--- config.mk ---
export PLATFORM = sky130hd
export DESIGN_NAME = lts_regs
export DESIGN_NICKNAME = d
export VERILOG_FILES = /design/src/hw/lts_pkg.sv /design/src/hw/lts_cal_if.sv /design/src/hw/lts_cal_seq.sv /design/src/hw/lts_regs.sv
export VERILOG_INCLUDE_DIRS = /design/src /design/src/hw
export SDC_FILE = /design/constraint.sdc
export NUM_CORES = 1
export LEC_CHECK = 0
export BUFFER_PORTS_ARGS = -buffer_cell sky130_fd_sc_hd__buf_4
export CAP_MARGIN = 20
export CORE_MARGIN = 5
export CORE_UTILIZATION = 43
export CTS_CLUSTER_DIAMETER = 50
export CTS_CLUSTER_SIZE = 12
export DETAILED_ROUTE_END_ITERATION = 6
export GPL_TIMING_DRIVEN = 0
export HOLD_SLACK_MARGIN = 0.06
export PLACE_DENSITY = 0.63
export SETUP_SLACK_MARGIN = 0.4
export SYNTH_ARGS = -nofsm -noshare
export SYNTH_HDL_FRONTEND = slang
export SYNTH_SLANG_ARGS = --single-unit
--- constraint.sdc ---
create_clock -name sys_clk_i -period 2.65 [get_ports sys_clk_i]
set_clock_uncertainty 0.1 [all_clocks]
set_input_delay 0.1325 -clock sys_clk_i [delete_from_list [all_inputs] [get_ports sys_clk_i]]
set_output_delay 0.1325 -clock sys_clk_i [all_outputs]
set_load 0.02 [all_outputs]
--- src/hw/lts_defines.svh ---
// register offsets, field positions, reset values and timing counts
// assumes an 8-bit register port with a 5-bit address space or wider
`ifndef LTS_DEFINES_SVH
`define LTS_DEFINES_SVH
`define LTS_OFS_CAL 8'h19
`define LTS_OFS_DCT 8'h1A
`define LTS_OFS_RSV 8'h1B
`define LTS_OFS_LCS 8'h1C
`define LTS_OFS_LVS 8'h1D
`define LTS_BIT_CAL_BUSY 7
`define LTS_BIT_CAL_MAN 6
`define LTS_BIT_CAL_DIS 5
`define LTS_BIT_CAL_RSV 4
`define LTS_BIT_CURRENT_LIMIT_EN 1
`define LTS_BIT_DCR 0
`define LTS_RST_CAL 8'h00
`define LTS_RST_DCT 8'h00
`define LTS_RST_MON 8'h00
`define LTS_CAL_TIME_US 100
`define LTS_CLK_MHZ 10
`define LTS_CAL_CYCLES ((`LTS_CAL_TIME_US) * (`LTS_CLK_MHZ))
`endif

--- src/hw/lts_pkg.sv ---
// types shared by the termination and status register bank
// assumes nothing of its surroundings
package lts_pkg;
  typedef enum logic [1:0] {
    LTS_CAL_IDLE = 2'b01,
    LTS_CAL_RUN = 2'b10
  } lts_cal_e;
  typedef logic [7:0] lts_byte_t;
endpackage : lts_pkg

--- src/hw/lts_cal_if.sv ---
// interface between register bank and calibration sequencer
// assumes one clock domain
`timescale 1ns/1ps
`default_nettype none
interface lts_cal_if;
  logic start;
  logic disable_cal;
  logic busy;
  logic [3:0] value;
  modport bank (output start, output disable_cal, input busy, input value);
  modport seq (input start, input disable_cal, output busy, output value);
endinterface : lts_cal_if
`default_nettype wire

--- src/hw/lts_cal_seq.sv ---
// resistor calibration sequencer: runs after reset and on manual start
// assumes sys_clk_i at 10 MHz
`timescale 1ns/1ps
`default_nettype none
`include "lts_defines.svh"
module lts_cal_seq
  import lts_pkg::*;
(
  input wire logic sys_clk_i,
  input wire logic rst_i,
  lts_cal_if.seq cal
);
  localparam logic [11:0] CAL_LAST = 12'(`LTS_CAL_CYCLES - 1);
  lts_cal_e state_reg;
  lts_cal_e state_next;
  logic [11:0] cnt_reg;
  logic auto_pend_reg;
  logic [3:0] val_reg;
  wire want_run = cal.start | (auto_pend_reg & ~cal.disable_cal);
  wire done = (cnt_reg == CAL_LAST);
  // ----------------------------------------------------------------
  // state step
  // ----------------------------------------------------------------
  // disable blocks calibration
  always_comb begin
    state_next = state_reg;
    case (state_reg)
      LTS_CAL_IDLE: if (want_run && !cal.disable_cal) begin
        state_next = LTS_CAL_RUN;
      end
      LTS_CAL_RUN: if (done) begin
        state_next = LTS_CAL_IDLE;
      end
      default: state_next = LTS_CAL_IDLE;
    endcase
  end
  // state, counter and result registers
  always_ff @(posedge sys_clk_i or posedge rst_i) begin
    if (rst_i) begin
      state_reg <= LTS_CAL_IDLE;
      cnt_reg <= 12'h000;
      auto_pend_reg <= 1'b1;
      val_reg <= 4'h8;
    end else begin
      state_reg <= state_next;
      if (state_reg == LTS_CAL_RUN) begin
        auto_pend_reg <= 1'b0;
        cnt_reg <= done ? 12'h000 : cnt_reg + 12'h001;
        if (done) begin
          val_reg <= val_reg + 4'h1; // trimmed result stands in here
        end
      end
    end
  end
  assign cal.busy = (state_reg == LTS_CAL_RUN);
  assign cal.value = val_reg;
  chk_cal_busy_len: assert property (
    @(posedge sys_clk_i) disable iff (rst_i)
    $rose(cal.busy) |-> cal.busy [*8]) else $error("calibration ended early");
  chk_cal_disable: assert property (
    @(posedge sys_clk_i) disable iff (rst_i)
    (!cal.busy && cal.disable_cal) |=> !cal.busy)
    else $error("calibration ran while disabled");
endmodule : lts_cal_seq
`default_nettype wire

--- src/hw/lts_regs.sv ---
// line termination and status register bank
// assumes a synchronous 8-bit register port and monitor inputs from the
// line-side converters, all on sys_clk_i
//
// Behaviour
// - calibration busy bit reads 1 during calibration, else 0; read only
// - writing 1 to manual bit starts a resistor calibration
// - disable bit at 1 suppresses internal resistor calibration
// - bit 4 of calibration register accepts any value, no effect
// - voltage field picks 3.1, 3.2, 3.35 or 3.5 V pin level
// - minimum loop current field picks 10, 12, 14 or 16 mA
// - current limit bit caps loop current at 60 mA
// - impedance bit selects 50 ohm at 0, 800 ohm at 1
// - loop current register reports unsigned count of 1.1 mA
// - loop current zero means too little current for operation
// - line voltage register reports signed volts, two's complement
// - line voltage keeps updating on-hook and off-hook
// - line voltage top bit is polarity, change means reversal
// - line voltage zero means no line attached
// - loop current register resets to zero
`timescale 1ns/1ps
`default_nettype none
`include "lts_defines.svh"
module lts_regs
  import lts_pkg::*;
(
  input wire logic sys_clk_i,
  input wire logic rst_i,
  input wire logic [7:0] reg_addr_i,
  input wire logic reg_wr_i,
  input wire logic reg_rd_i,
  input wire logic [7:0] reg_wdata_i,
  output logic [7:0] reg_rdata_o,
  input wire logic [7:0] loop_current_sample_i,
  input wire logic [7:0] line_voltage_sample_i,
  input wire logic sample_valid_i,
  output logic [1:0] tip_ring_voltage_sel_o,
  output logic [1:0] min_loop_current_sel_o,
  output logic current_limit_en_o,
  output logic dc_impedance_sel_o,
  output logic cal_in_progress_o,
  output logic low_loop_current_o,
  output logic no_line_o,
  output logic polarity_o,
  output logic polarity_reversal_o
);
  // ----------------------------------------------------------------
  // address decode
  // ----------------------------------------------------------------
  function automatic logic hit(input logic [7:0] a, input logic [7:0] o);
    hit = (a == o);
  endfunction : hit
  wire wr_cal = reg_wr_i & hit(reg_addr_i, `LTS_OFS_CAL);
  wire wr_dct = reg_wr_i & hit(reg_addr_i, `LTS_OFS_DCT);
  lts_cal_if cal_bus ();
  lts_byte_t cal_ctl_reg;
  lts_byte_t dct_reg;
  lts_byte_t lcs_reg;
  lts_byte_t lvs_reg;
  lts_byte_t rdata_next;
  logic pol_prev_reg;
  logic rev_reg;
  logic seen_reg;
  // ----------------------------------------------------------------
  // calibration sequencer
  // ----------------------------------------------------------------
  lts_cal_seq u_cal (
    .sys_clk_i(sys_clk_i),
    .rst_i(rst_i),
    .cal(cal_bus.seq)
  );
  // manual bit starts run; disable in same write wins
  assign cal_bus.start = wr_cal & reg_wdata_i[`LTS_BIT_CAL_MAN] &
                         ~reg_wdata_i[`LTS_BIT_CAL_DIS];
  assign cal_bus.disable_cal = cal_ctl_reg[`LTS_BIT_CAL_DIS];
  // control registers; calibration value bits are owned by the sequencer
  always_ff @(posedge sys_clk_i or posedge rst_i) begin
    if (rst_i) begin
      cal_ctl_reg <= `LTS_RST_CAL;
      dct_reg <= `LTS_RST_DCT;
    end else begin
      if (wr_cal) begin
        cal_ctl_reg <= {1'b0, reg_wdata_i[6:4], 4'h0};
      end
      if (wr_dct) begin
        dct_reg <= {reg_wdata_i[7:4], 2'b00, reg_wdata_i[1:0]};
      end
    end
  end
  // ----------------------------------------------------------------
  // monitor registers
  // ----------------------------------------------------------------
  // sample in any hook state
  always_ff @(posedge sys_clk_i or posedge rst_i) begin
    if (rst_i) begin
      lcs_reg <= `LTS_RST_MON;
      lvs_reg <= `LTS_RST_MON;
      pol_prev_reg <= 1'b0;
      rev_reg <= 1'b0;
      seen_reg <= 1'b0;
    end else begin
      rev_reg <= 1'b0;
      if (sample_valid_i) begin
        lcs_reg <= loop_current_sample_i;
        lvs_reg <= line_voltage_sample_i;
        pol_prev_reg <= line_voltage_sample_i[7];
        seen_reg <= 1'b1;
        rev_reg <= seen_reg & (line_voltage_sample_i[7] ^ pol_prev_reg);
      end
    end
  end
  // ----------------------------------------------------------------
  // read mux
  // ----------------------------------------------------------------
  // busy bit in read data
  always_comb begin
    case (reg_addr_i)
      `LTS_OFS_CAL: rdata_next = {cal_bus.busy, cal_ctl_reg[6:4],
                                  cal_bus.value};
      `LTS_OFS_DCT: rdata_next = dct_reg;
      `LTS_OFS_LCS: rdata_next = lcs_reg;
      `LTS_OFS_LVS: rdata_next = lvs_reg;
      default: rdata_next = 8'h00;
    endcase
  end
  // registered read data
  always_ff @(posedge sys_clk_i or posedge rst_i) begin
    if (rst_i) begin
      reg_rdata_o <= 8'h00;
    end else if (reg_rd_i) begin
      reg_rdata_o <= rdata_next;
    end
  end
  // ----------------------------------------------------------------
  // field outputs
  // ----------------------------------------------------------------
  // pin voltage select
  assign tip_ring_voltage_sel_o = dct_reg[7:6];
  assign min_loop_current_sel_o = dct_reg[5:4];
  assign current_limit_en_o = dct_reg[`LTS_BIT_CURRENT_LIMIT_EN];
  assign dc_impedance_sel_o = dct_reg[`LTS_BIT_DCR];
  assign cal_in_progress_o = cal_bus.busy;
  assign low_loop_current_o = (lcs_reg == 8'h00);
  assign no_line_o = (lvs_reg == 8'h00);
  assign polarity_o = lvs_reg[7];
  assign polarity_reversal_o = rev_reg;
  // ----------------------------------------------------------------
  // checks
  // ----------------------------------------------------------------
  // calibration length is counted here, a long repetition is too slow
  localparam logic [11:0] CAL_LEN = 12'(`LTS_CAL_CYCLES);
  logic [11:0] busy_len_reg;
  // busy cycles of the current run, cleared while idle
  always_ff @(posedge sys_clk_i or posedge rst_i) begin
    if (rst_i) begin
      busy_len_reg <= 12'h000;
    end else if (cal_bus.busy) begin
      busy_len_reg <= busy_len_reg + 12'h001;
    end else begin
      busy_len_reg <= 12'h000;
    end
  end
  chk_dct_write_mask: assert property (
    @(posedge sys_clk_i) disable iff (rst_i)
    wr_dct |=> (dct_reg[3:2] == 2'b00 &&
    dct_reg[1:0] == $past(reg_wdata_i[1:0])))
    else $error("termination write wrong");
  chk_manual_start: assert property (
    @(posedge sys_clk_i) disable iff (rst_i)
    (cal_bus.start && !cal_bus.disable_cal && !cal_bus.busy) |=> cal_bus.busy)
    else $error("manual start ignored");
  chk_lcs_follow: assert property (
    @(posedge sys_clk_i) disable iff (rst_i)
    sample_valid_i |=> lcs_reg == $past(loop_current_sample_i))
    else $error("loop current not updated");
  chk_lvs_follow: assert property (
    @(posedge sys_clk_i) disable iff (rst_i)
    sample_valid_i |=> lvs_reg == $past(line_voltage_sample_i))
    else $error("line voltage not updated");
  chk_mon_hold: assert property (
    @(posedge sys_clk_i) disable iff (rst_i)
    !sample_valid_i |=> $stable(lcs_reg) && $stable(lvs_reg))
    else $error("monitor changed without sample");
  chk_pol_reverse: assert property (
    @(posedge sys_clk_i) disable iff (rst_i)
    (seen_reg && sample_valid_i && line_voltage_sample_i[7] != lvs_reg[7])
    |=> polarity_reversal_o) else $error("reversal missed");
  chk_busy_read: assert property (
    @(posedge sys_clk_i) disable iff (rst_i)
    (reg_rd_i && reg_addr_i == `LTS_OFS_CAL) |=>
    reg_rdata_o[7] == $past(cal_bus.busy))
    else $error("busy bit read wrong");
  chk_no_line: assert property (
    @(posedge sys_clk_i) disable iff (rst_i)
    (lvs_reg == 8'h00) |-> no_line_o)
    else $error("no line flag wrong");
  chk_cal_length: assert property (
    @(posedge sys_clk_i) disable iff (rst_i)
    $fell(cal_bus.busy) |-> busy_len_reg == CAL_LEN)
    else $error("calibration length wrong");
  // busy and value bits not stored
  chk_cal_ro_bits: assert property (
    @(posedge sys_clk_i) disable iff (rst_i)
    wr_cal |=> cal_ctl_reg[7] == 1'b0 && cal_ctl_reg[3:0] == 4'h0)
    else $error("read-only calibration bits stored");
  chk_cal_store: assert property (
    @(posedge sys_clk_i) disable iff (rst_i)
    wr_cal |=> cal_ctl_reg[6:4] == $past(reg_wdata_i[6:4]))
    else $error("calibration control not stored");
  // disable in a start write wins
  chk_start_gated: assert property (
    @(posedge sys_clk_i) disable iff (rst_i)
    (wr_cal && reg_wdata_i[`LTS_BIT_CAL_DIS] && !cal_bus.busy) |=>
    !cal_bus.busy) else $error("calibration started while disabled");
  chk_trv_field: assert property (
    @(posedge sys_clk_i) disable iff (rst_i)
    wr_dct |=> tip_ring_voltage_sel_o == $past(reg_wdata_i[7:6]))
    else $error("voltage select wrong");
  chk_mlc_field: assert property (
    @(posedge sys_clk_i) disable iff (rst_i)
    wr_dct |=> min_loop_current_sel_o == $past(reg_wdata_i[5:4]))
    else $error("minimum current select wrong");
  chk_current_limit_en_field: assert property (
    @(posedge sys_clk_i) disable iff (rst_i)
    wr_dct |=> current_limit_en_o == $past(reg_wdata_i[`LTS_BIT_CURRENT_LIMIT_EN]))
    else $error("current limit enable wrong");
  chk_dcr_field: assert property (
    @(posedge sys_clk_i) disable iff (rst_i)
    wr_dct |=> dc_impedance_sel_o == $past(reg_wdata_i[`LTS_BIT_DCR]))
    else $error("impedance select wrong");
  chk_dct_hold: assert property (
    @(posedge sys_clk_i) disable iff (rst_i)
    !wr_dct |=> $stable(dct_reg))
    else $error("termination changed without write");
  chk_low_current: assert property (
    @(posedge sys_clk_i) disable iff (rst_i)
    (sample_valid_i && loop_current_sample_i == 8'h00) |=> low_loop_current_o)
    else $error("low current flag missed");
  chk_current_ok: assert property (
    @(posedge sys_clk_i) disable iff (rst_i)
    (sample_valid_i && loop_current_sample_i != 8'h00) |=>
    !low_loop_current_o) else $error("low current flag false");
  chk_pol_follow: assert property (
    @(posedge sys_clk_i) disable iff (rst_i)
    sample_valid_i |=> polarity_o == $past(line_voltage_sample_i[7]))
    else $error("polarity output wrong");
  chk_rev_cause: assert property (
    @(posedge sys_clk_i) disable iff (rst_i)
    polarity_reversal_o |-> $past(sample_valid_i))
    else $error("reversal without sample");
  chk_lcs_read: assert property (
    @(posedge sys_clk_i) disable iff (rst_i)
    (reg_rd_i && reg_addr_i == `LTS_OFS_LCS) |=> reg_rdata_o == $past(lcs_reg))
    else $error("loop current read wrong");
  chk_lvs_read: assert property (
    @(posedge sys_clk_i) disable iff (rst_i)
    (reg_rd_i && reg_addr_i == `LTS_OFS_LVS) |=> reg_rdata_o == $past(lvs_reg))
    else $error("line voltage read wrong");
  chk_lcs_reset: assert property (
    @(posedge sys_clk_i) disable iff (rst_i)
    !seen_reg |-> lcs_reg == 8'h00)
    else $error("loop current not zero after reset");
  chk_line_zero: assert property (
    @(posedge sys_clk_i) disable iff (rst_i)
    (sample_valid_i && line_voltage_sample_i == 8'h00) |=> no_line_o)
    else $error("no line flag missed");
  chk_rdata_hold: assert property (
    @(posedge sys_clk_i) disable iff (rst_i)
    !reg_rd_i |=> $stable(reg_rdata_o))
    else $error("read data changed without read");
  chk_unmapped_read: assert property (
    @(posedge sys_clk_i) disable iff (rst_i)
    (reg_rd_i && (reg_addr_i < `LTS_OFS_CAL || reg_addr_i > `LTS_OFS_LVS))
    |=> reg_rdata_o == 8'h00) else $error("unmapped read not zero");
endmodule : lts_regs
`default_nettype wire

# Yosys cells after proc, flatten, opt, wreduce, memory -nomap -nowiden
# Cells that the tools add are included.
[word_totals] ff_bits=55 in_bits=37 out_inout_bits=19 wordCells=45
[classes] n_addsub=2 n_eq_ne=9 muxes=6 n_bitwise=10 n_reduce_logical=6
[op_table] op="$eq 8x5->1 const B" count=4
[op_table] op="$pmux 8 s4" count=1
[op_table] op="$logic_not 8->1" count=2
[op_table] op="$add 12x1->12 const B" count=1
[op_table] op="$eq 12x10->1 const B" count=1
[op_table] op="$mux 12" count=1
[op_table] op="$and 1x1->1" count=6
[op_table] op="$add 4x1->4 const B" count=1
[op_table] op="$mux 2" count=2
[op_table] op="$ne 2x1->1 const B" count=2
[op_table] op="$pmux 2 s2" count=1
[op_table] op="$reduce_and 2->1" count=2
[op_table] op="$eq 2x1->1 const B" count=1
[op_table] op="$eq 2x2->1 const B" count=1
[op_table] op="$not 1->1" count=2
[op_table] op="$logic_and 1x1->1" count=1
[op_table] op="$logic_not 1->1" count=1
[op_table] op="$mux 1" count=1
[op_table] op="$or 1x1->1" count=1
[op_table] op="$xor 1x1->1" count=1

# Longest topological paths before layout
# Gate-level depths: netlist of run 1.
[depth] ltp_word=8 depth_mapped=6 depth_no_buf=5

# By module
# A second synthesis of run 1 with hierarchy kept.
[hier_totals] hier_cells=218 hier_area_um2=2601.2
[by_module_without_submodules] module="lts_regs" instances=1 cells_each=134 area_per_inst_um2=1656.6 seq_area_each_um2=875.8
[by_module_without_submodules] module="lts_cal_seq" instances=1 cells_each=84 area_per_inst_um2=944.7 seq_area_each_um2=479.2

# Worst setup path after synthesis of run 1
# OpenSTA, ideal clock, no wires.
[synth_path] path_type="register to register" start="register u_cal.cnt_reg[4]" end="register u_cal.val_reg[1] (netlist: u_cal.cal.value[1])" setup_ns=0.125 arrival_time_ns=1.723 required_time_ns=2.425 slack_ns=0.703 path_stages_with_launch=4 n_path_buf=0 period_less_slack_ns=1.947 cell_sequence="dfrtp_1 or4b_4 nor4_4 mux2_2"
[synth_between] elab_chain_len=2
[synth_lines] item="start, declared" line="lts_cal_seq.sv:16" text="logic [11:0] cnt_reg;"
[synth_lines] item="start signal, assigned" line="lts_cal_seq.sv:48" text="cnt_reg <= done ? 12'h000 : cnt_reg + 12'h001;"
[synth_lines] item="$eq 12x10->1" line="lts_cal_seq.sv:20" text="wire done = (cnt_reg == CAL_LAST);"
[synth_lines] item="$reduce_and 2->1 (no line)"
[synth_lines] item="end signal, assigned" line="lts_cal_seq.sv:50" text="val_reg <= val_reg + 4'h1;"
[synth_lines] item="end, declared" line="lts_cal_seq.sv:18" text="logic [3:0] val_reg;"
# No other way between the ends.
# A chain may end at the register's enable or synchronous reset.

# Final worst setup path of run 1
# Ends and elaborated chain as after synthesis.

==> out/qor.csv, run 1 <==
metric;value;unit
Initial Util;0.437;
met3 WL;202;um
cell with the most instances after synthesis;dfrtp_1;
Lkg Pwr;1.49;nW
Logic pwr share;0.119;
number of flip-flops in the largest register;12;
worst path arrival time;2200;ps
Port Buffers;48;
DRC violations left;0;
CTS root buf;clkbuf_8;
Power Internal;0.00117;W
EDFF count, synth;0;
Clk Latency, worst-skew pair;310;ps
fin. max-slew vios;0;
synth unique cells;43;
total power;0.00155;W
CP Launch Type;flip-flop;
routed length per placed instance;15.5;um
HPWL after DPL;4090;um
Synth Cell Area;2540;um2
vias after detailed routing;1894;
worst setup path startpoint;u_cal.cnt_reg[4]$_DFFE_PP0P_;
Async S/R FF share, synth;1.00;
M1 WL;2810;um
Synth area leaders;dfrtp_1 50%, mux2_2 12%, dfstp_2 3.1%;
synth warn;0;
global route total overflow;0;
reg2reg start;u_cal.cnt_reg[4]$_DFFE_PP0P_;
CTS buffer count;5;
Final Util;0.574;
num ports;56;
sequential area share after synthesis;0.534;
routed wire length;5690;um
outcome;completed;
Crit. End Element;flip-flop;
register share of total power;0.570;
Clock power frac;0.311;
Post-DRT Antenna Nets;0;
CP Class;flip-flop to flip-flop;
Die Area;7540;um2
initial drt markers;107;
Max-Cap Viols;0;
Resize count post-CTS;0;
Final Cycle Share;0.795;
number of vias per cell;5.17;
Sink Count;54;
layout cell share with drive strength beyond 1;0.330;
Hold Buf Count CTS;23;
Fin. Hold Viols;0;
H-tree levels;2;
normalized max-slew margin;0.507;
Max Buffers Root-to-Sink;2;
Filler cells;504;
Multi-input gate area;1120;um2
Final setup violation count;0;
Area growth, synth to finish;31.5;%
Sw Pwr;0.000374;W
RSZ-0062 raised after global routing;no;
Die Ht;86.8;um
# nets final;329;
GPL Wtd Cong;0.805;
post-CTS setup buffers;0;
Setup TNS;0;ps
Most used DFF post-synth;dfrtp_1;
num rows;28;
die width;86.8;um
Worst Hold Launch;reg_addr_i[3];
switch share;0.242;
max layer used;met4;
Pwr Density;463;nW/um2
Max VDD drop;0.206;mV
CP required;2750;ps
post-synth net total;250;
Cells after Synth;211;
gr usage total;0.161;
vias in the first global route;1976;
crit-path max FO;10;
antenna cells;0;
Worst Tran Pin Value;729;ps
pin count of the biggest net entering global routing;34;
biggest area consumer among synthesized cells;dfrtp_1;
min Tclk post-route;2110;ps
average size of a mapped cell;12.0;um2
top cells by count, synth;51 x dfrtp_1, 28 x mux2_2, 9 x clkbuf_1, 9 x nand2_1;
Fmax;0.475;GHz
Hold WC Path Type;input port to flip-flop;
routed length on met2;2650;um
area of the core;5820;um2
fin cells;366;
first-pass GRT wire length;9520;um
initial antenna violation count;0;
Yosys reg bits;54;
clock slew at reported path FFs;100;ps
post-synth top area share;0.503;
sequential cell area;1360;um2
TritonCTS clock tree;done;
dpl cells;335;
DR pass1 iterations;4;
## per-stage QoR
step,setup slack [ps],hold WS (ps),instance area (um2)
detailed placement,436,89.3,3010
global placement,397,266,2990
floorplan,703,184,2540
CTS,527,74.7,3340
global route,428,118,3340
finish,544,88.6,3340
## layout by cell type, fill, tap and decap left out, drive strengths merged, types with 3 or more instances in the layout
cell / count
dfrtp: 51
buf: 50
mux2: 28
dlygate4sd3: 23
clkbuf: 15
nand2: 9
nor2: 8
inv: 8
nand4: 7
xnor2: 7
o21ai: 7
xor2: 7
a22oi: 6
nor2b: 6
a22o: 5
a21oi: 4
o22ai: 4
or4: 4
and4b: 3
nand3b: 3
dfstp: 3
nor4b: 3
and3: 3
## power by group through the flow
| stage | Combinational, W | Sequential (W) | Clock (W) |
|---|---|---|---|
| floorplan | 0.0000803 | 0.000899 | 0 |
| global placement | 0.000153 | 0.000898 | 0 |
| detailed placement | 0.000159 | 0.000899 | 0 |
| CTS | 0.000186 | 0.000882 | 0.000500 |
| global route | 0.000202 | 0.000887 | 0.000527 |
| finish | 0.000184 | 0.000882 | 0.000481 |
## kinds of logic (layout without fill, tap and decap cells)
family          count (synthesis)  after routing  share of synthesized area
mux                            28             28                      0.124
buf+inv                        18             98                     0.0266
compound gates                 33             33                     0.0912
simple gates                   62             62                      0.166
fa+ha+maj                       2              2                    0.00986
flops                          54             54                      0.534
xor+xnor                       14             14                     0.0483
## critical path, cell delays in order (launching register included)
cell,delay (ps)
dfrtp_1,430
or4b_4,570
nor4_4,500
mux2_2,390
## layout make-up
| type | instances | share of cell area |
|---|---|---|
| sequential | 54 | 0.406 |
| multi-input combinational | 139 | 0.334 |
| timing repair buffer | 72 | 0.183 |
| inverter | 8 | 0.00900 |
| clock buffer | 6 | 0.0247 |
| tap | 75 | 0.0281 |
| buffer | 10 | 0.0112 |
| clock inverter | 2 | 0.00375 |
## worst paths after layout
kind / to / slack [ps] / cells past startpoint
min in group asynchronous: reg_rdata_o[2]$_DFFE_PP0P_ / 300 / 3
min reg2reg: seen_reg$_DFFE_PP0P_ / 380 / 1
max reg2reg: u_cal.cal.value[1]$_DFFE_PP0P_ / 540 / 3
max: u_cal.cal.value[1]$_DFFE_PP0P_ / 540 / 3
min: reg_rdata_o[2]$_DFFE_PP0P_ / 90 / 3
max in group asynchronous: u_cal.state_reg[0]$_DFFE_PP1P_ / 1540 / 4
## per-layer routing
| metal | up-vias | track usage |
|---|---|---|
| met2 | 38 | 0.251 |
| met3 | 2 | 0.0257 |
| li1 | 928 | - |
| met4 | 0 | 0.0467 |
| met1 | 926 | 0.233 |
| met5 | - | 0 |
Power figures use the tool's default switching activity.
==> run 2: changes to the inputs <==
--- a/config.mk
+++ b/config.mk
@@ -6,6 +6,7 @@
 export SDC_FILE = /design/constraint.sdc
 export NUM_CORES = 1
 export LEC_CHECK = 0
+export ABC_AREA = 1
 export BUFFER_PORTS_ARGS = -buffer_cell sky130_fd_sc_hd__buf_4
 export CAP_MARGIN = 20
 export CORE_MARGIN = 5
@@ -15,7 +16,7 @@
 export DETAILED_ROUTE_END_ITERATION = 6
 export GPL_TIMING_DRIVEN = 0
 export HOLD_SLACK_MARGIN = 0.06
-export PLACE_DENSITY = 0.63
+export PLACE_DENSITY = 0.62
 export SETUP_SLACK_MARGIN = 0.4
 export SYNTH_ARGS = -nofsm -noshare
 export SYNTH_HDL_FRONTEND = slang
==> constraint.sdc (replaced) <==
create_clock -name sys_clk_i -period 2 [get_ports sys_clk_i]
set_clock_uncertainty 0.1 [all_clocks]
set_input_delay 0.1 -clock sys_clk_i [delete_from_list [all_inputs] [get_ports sys_clk_i]]
set_output_delay 0.1 -clock sys_clk_i [all_outputs]
set_load 0.02 [all_outputs]
==> run 2 against run 1 <==
Compared with the run above:
- first-iteration DRC count grew 7.5%
- utilization grew 3.1 points
- hold slack gained 33 ps
- largest power group unchanged
- via count grew 28%
- power grew 43%
- final cell count grew 36%
- design area grew 7.9%
- synthesized cell count grew 56%
- worst setup slack lost 73 ps
- count of clock-buffer cells in the layout grew 1
- register-to-register slack lost 60 ps
- critical endpoint is now cal_in_progress_o
==> out/qor.csv, run 2 <==
metric;value;unit;change
outcome;completed;;
clock slew at reported path FFs;90;ps;about the same
Max VDD drop;0.357;mV;+73%
Area growth, synth to finish;35.5;%;
commonest non-fill, non-tap cell in the layout;nand2_1;;
fin. max-slew vios;0;;unchanged
sequential area share after synthesis;0.509;;-0.0244
number of cells on the critical path;4;;+1
Worst path most repeated cell;inv_1;;
CP top delay family;flip-flops;;
DR pass1 iterations;4;;unchanged
Die Ht;88.7;um;+2.1%
post-synth top area share;0.480;;-0.0229
routed wire length;6470;um;+14%
TritonCTS clock tree;done;;
biggest area consumer among synthesized cells;dfrtp_1;;
number of flip-flops in the largest register;12;;unchanged
Clk Latency, worst-skew pair;310;ps;about the same
Post-DRT Antenna Nets;0;;unchanged
count of buffer and inverter cells on the critical path;3;;+3
Most used DFF post-synth;dfrtp_1;;
Hold WC Path Type;input port to flip-flop;;
RSZ-0062 raised after global routing;yes;;
Cells after Synth;329;;+56%
fin cells;496;;+36%
pin count of the biggest net entering global routing;43;;+26%
pre-CTS WS;415;ps;-20.9 ps
worst path arrival time;1330;ps;-870 ps
WHS;121;ps;+32.6 ps
Async S/R FF share, synth;1.00;;unchanged
Final setup violation count;0;;unchanged
Port Buffers;53;;+10%
area of the core;5960;um2;+2.4%
initial antenna violation count;0;;unchanged
first-pass GRT wire length;11200;um;+17%
# nets final;459;;+40%
CP cell instances;inv_1 -> nand2_4 -> inv_1 -> buf_4;;
num ports;56;;unchanged
CP Launch Type;flip-flop;;
num rows;28;;unchanged
HPWL after DPL;4770;um;+17%
synth unique cells;30;;-30%
worst-path cell with the longest stage delay;dfstp_2;;
Pwr Density;614;nW/um2;+32%
antenna cells;0;;unchanged
Initial Util;0.447;;+0.0101
Setup WS post-layout;472;ps;-72.6 ps
Synth area leaders;dfrtp_1 48%, nand2_1 12%, inv_1 7.3%;;
top cells by count, synth;88 x nand2_1, 52 x inv_1, 51 x dfrtp_1, 38 x o21ai_0, 26 x nand3_1;;
CP required;1800;ps;-950 ps
Max Buffers Root-to-Sink;2;;unchanged
H-tree levels;2;;unchanged
global route total overflow;0;;unchanged
die width;88.7;um;+2.1%
routed length per placed instance;13.0;um;-16%
slowest stage delay, CP;520;ps;-50 ps
crit-path max FO;7;;-3
cell with the most instances after synthesis;nand2_1;;
hold depth;6;;+3
initial drt markers;115;;+7.5%
dpl cells;458;;+37%
Max-Cap Viols;0;;unchanged
Lkg Pwr;1.84;nW;+23%
CTS root buf;clkbuf_8;;
vias in the first global route;2542;;+29%
Yosys reg bits;54;;unchanged
DRC violations left;0;;unchanged
CP Class;flip-flop to output pin;;
commonest cells after routing, fill and taps aside;88 x nand2_1, 57 x buf_4, 51 x inv_1, 51 x dfrtp_1, 38 x o21ai_0;;
synth warn;0;;unchanged
Sink Count;54;;unchanged
Synth Cell Area;2660;um2;+4.8%
Fin. Hold Viols;0;;unchanged
post-synth net total;368;;+47%
GPL Wtd Cong;0.776;;-3.7%
number of vias per cell;4.87;;-5.8%
Worst Tran Pin Value;514;ps;-216 ps
EDFF count, synth;0;;unchanged
vias after detailed routing;2417;;+28%
gr usage total;0.181;;+0.0192
Final Cycle Share;0.764;;
Crit. End Element;output pin;;
Die Area;7860;um2;+4.2%
CTS buffer count;5;;unchanged
Fmax;0.654;GHz;
layout cell share with drive strength beyond 1;0.197;;-0.133
average size of a mapped cell;8.09;um2;-33%
FF-to-FF path depth;6;;+3
min Tclk post-route;1530;ps;
normalized max-slew margin;0.656;;+0.149
-- run 2: kinds of logic after synthesis --
family | count (synthesis) | synth area share
xor+xnor | 8 | 0.0263
buf+inv | 59 | 0.0889
fa+ha+maj | 2 | 0.00941
simple gates | 157 | 0.269
compound gates | 49 | 0.0969
flops | 54 | 0.509
-- run 2: final timing paths --
path	from	to	slack, ps
worst max-delay path	u_cal.state_reg[0]$_DFFE_PP1P_	cal_in_progress_o	470
worst min-delay path	reg_addr_i[5]	dct_reg[7]$_DFFE_PP0P_	120
worst max register to register	u_cal.cnt_reg[0]$_DFFE_PP0P_	u_cal.cnt_reg[10]$_DFFE_PP0P_	480
worst min register to register	seen_reg$_DFFE_PP0P_	seen_reg$_DFFE_PP0P_	350
max in group asynchronous	rst_i	u_cal.state_reg[0]$_DFFE_PP1P_	1030
min in group asynchronous	rst_i	u_cal.cnt_reg[8]$_DFFE_PP0P_	190
-- run 2: repair_timing --
item,in CTS,in global routing
hold buffers,28,0
endpoints found under the hold margin,88,0
setup endpoints to repair,1,10
pin swaps,0,0
setup buffers,0,2
resized for setup,1,4
-- run 2: worst register-to-register path: stages, from the launching register on --
cell     delay (ps)
dfrtp_1         400
ha_2            230
nand2_1          90
nor2_2          190
and3_1          210
nand2_1          70
xor2_1          130
-- run 2: layout make-up --
class	count	area, um2
fill	550	2350
multi-input combinational	216	1090
clock buffer	7	86.3
sequential	54	1360
timing repair buffer	84	713
inverter	53	200
tap	75	93.8
clock inverter	1	30.0
buffer	6	37.5
-- run 2: power by group --
group	leakage [nW]	internal [W]	switching, W
logic	1.11	0.000137	0.000143
registers	0.666	0.00114	0.0000317
clock network	0.0585	0.000408	0.000353
-- run 2: metrics by stage --
stage	cell area (um2)	util	power (W)	TNS (ps)
2_1_floorplan	2660	-	0.00130	0
3_3_place_gp	3150	0.529	0.00142	-12830
3_5_place_dp	3170	0.533	0.00143	0
4_1_cts	3570	0.599	0.00223	0
5_1_grt	3600	0.605	0.00231	0
6_report	3600	0.605	0.00221	0
-- run 2: per-layer routing --
layer	up-vias	GRT usage	share of wire	wire length [um]
met4	0	0.0536	0.013	81
li1	1232	-	-	-
met2	54	0.310	0.48	3100
met5	-	0	0	0
met1	1122	0.229	0.46	2950
met3	9	0.0363	0.053	340
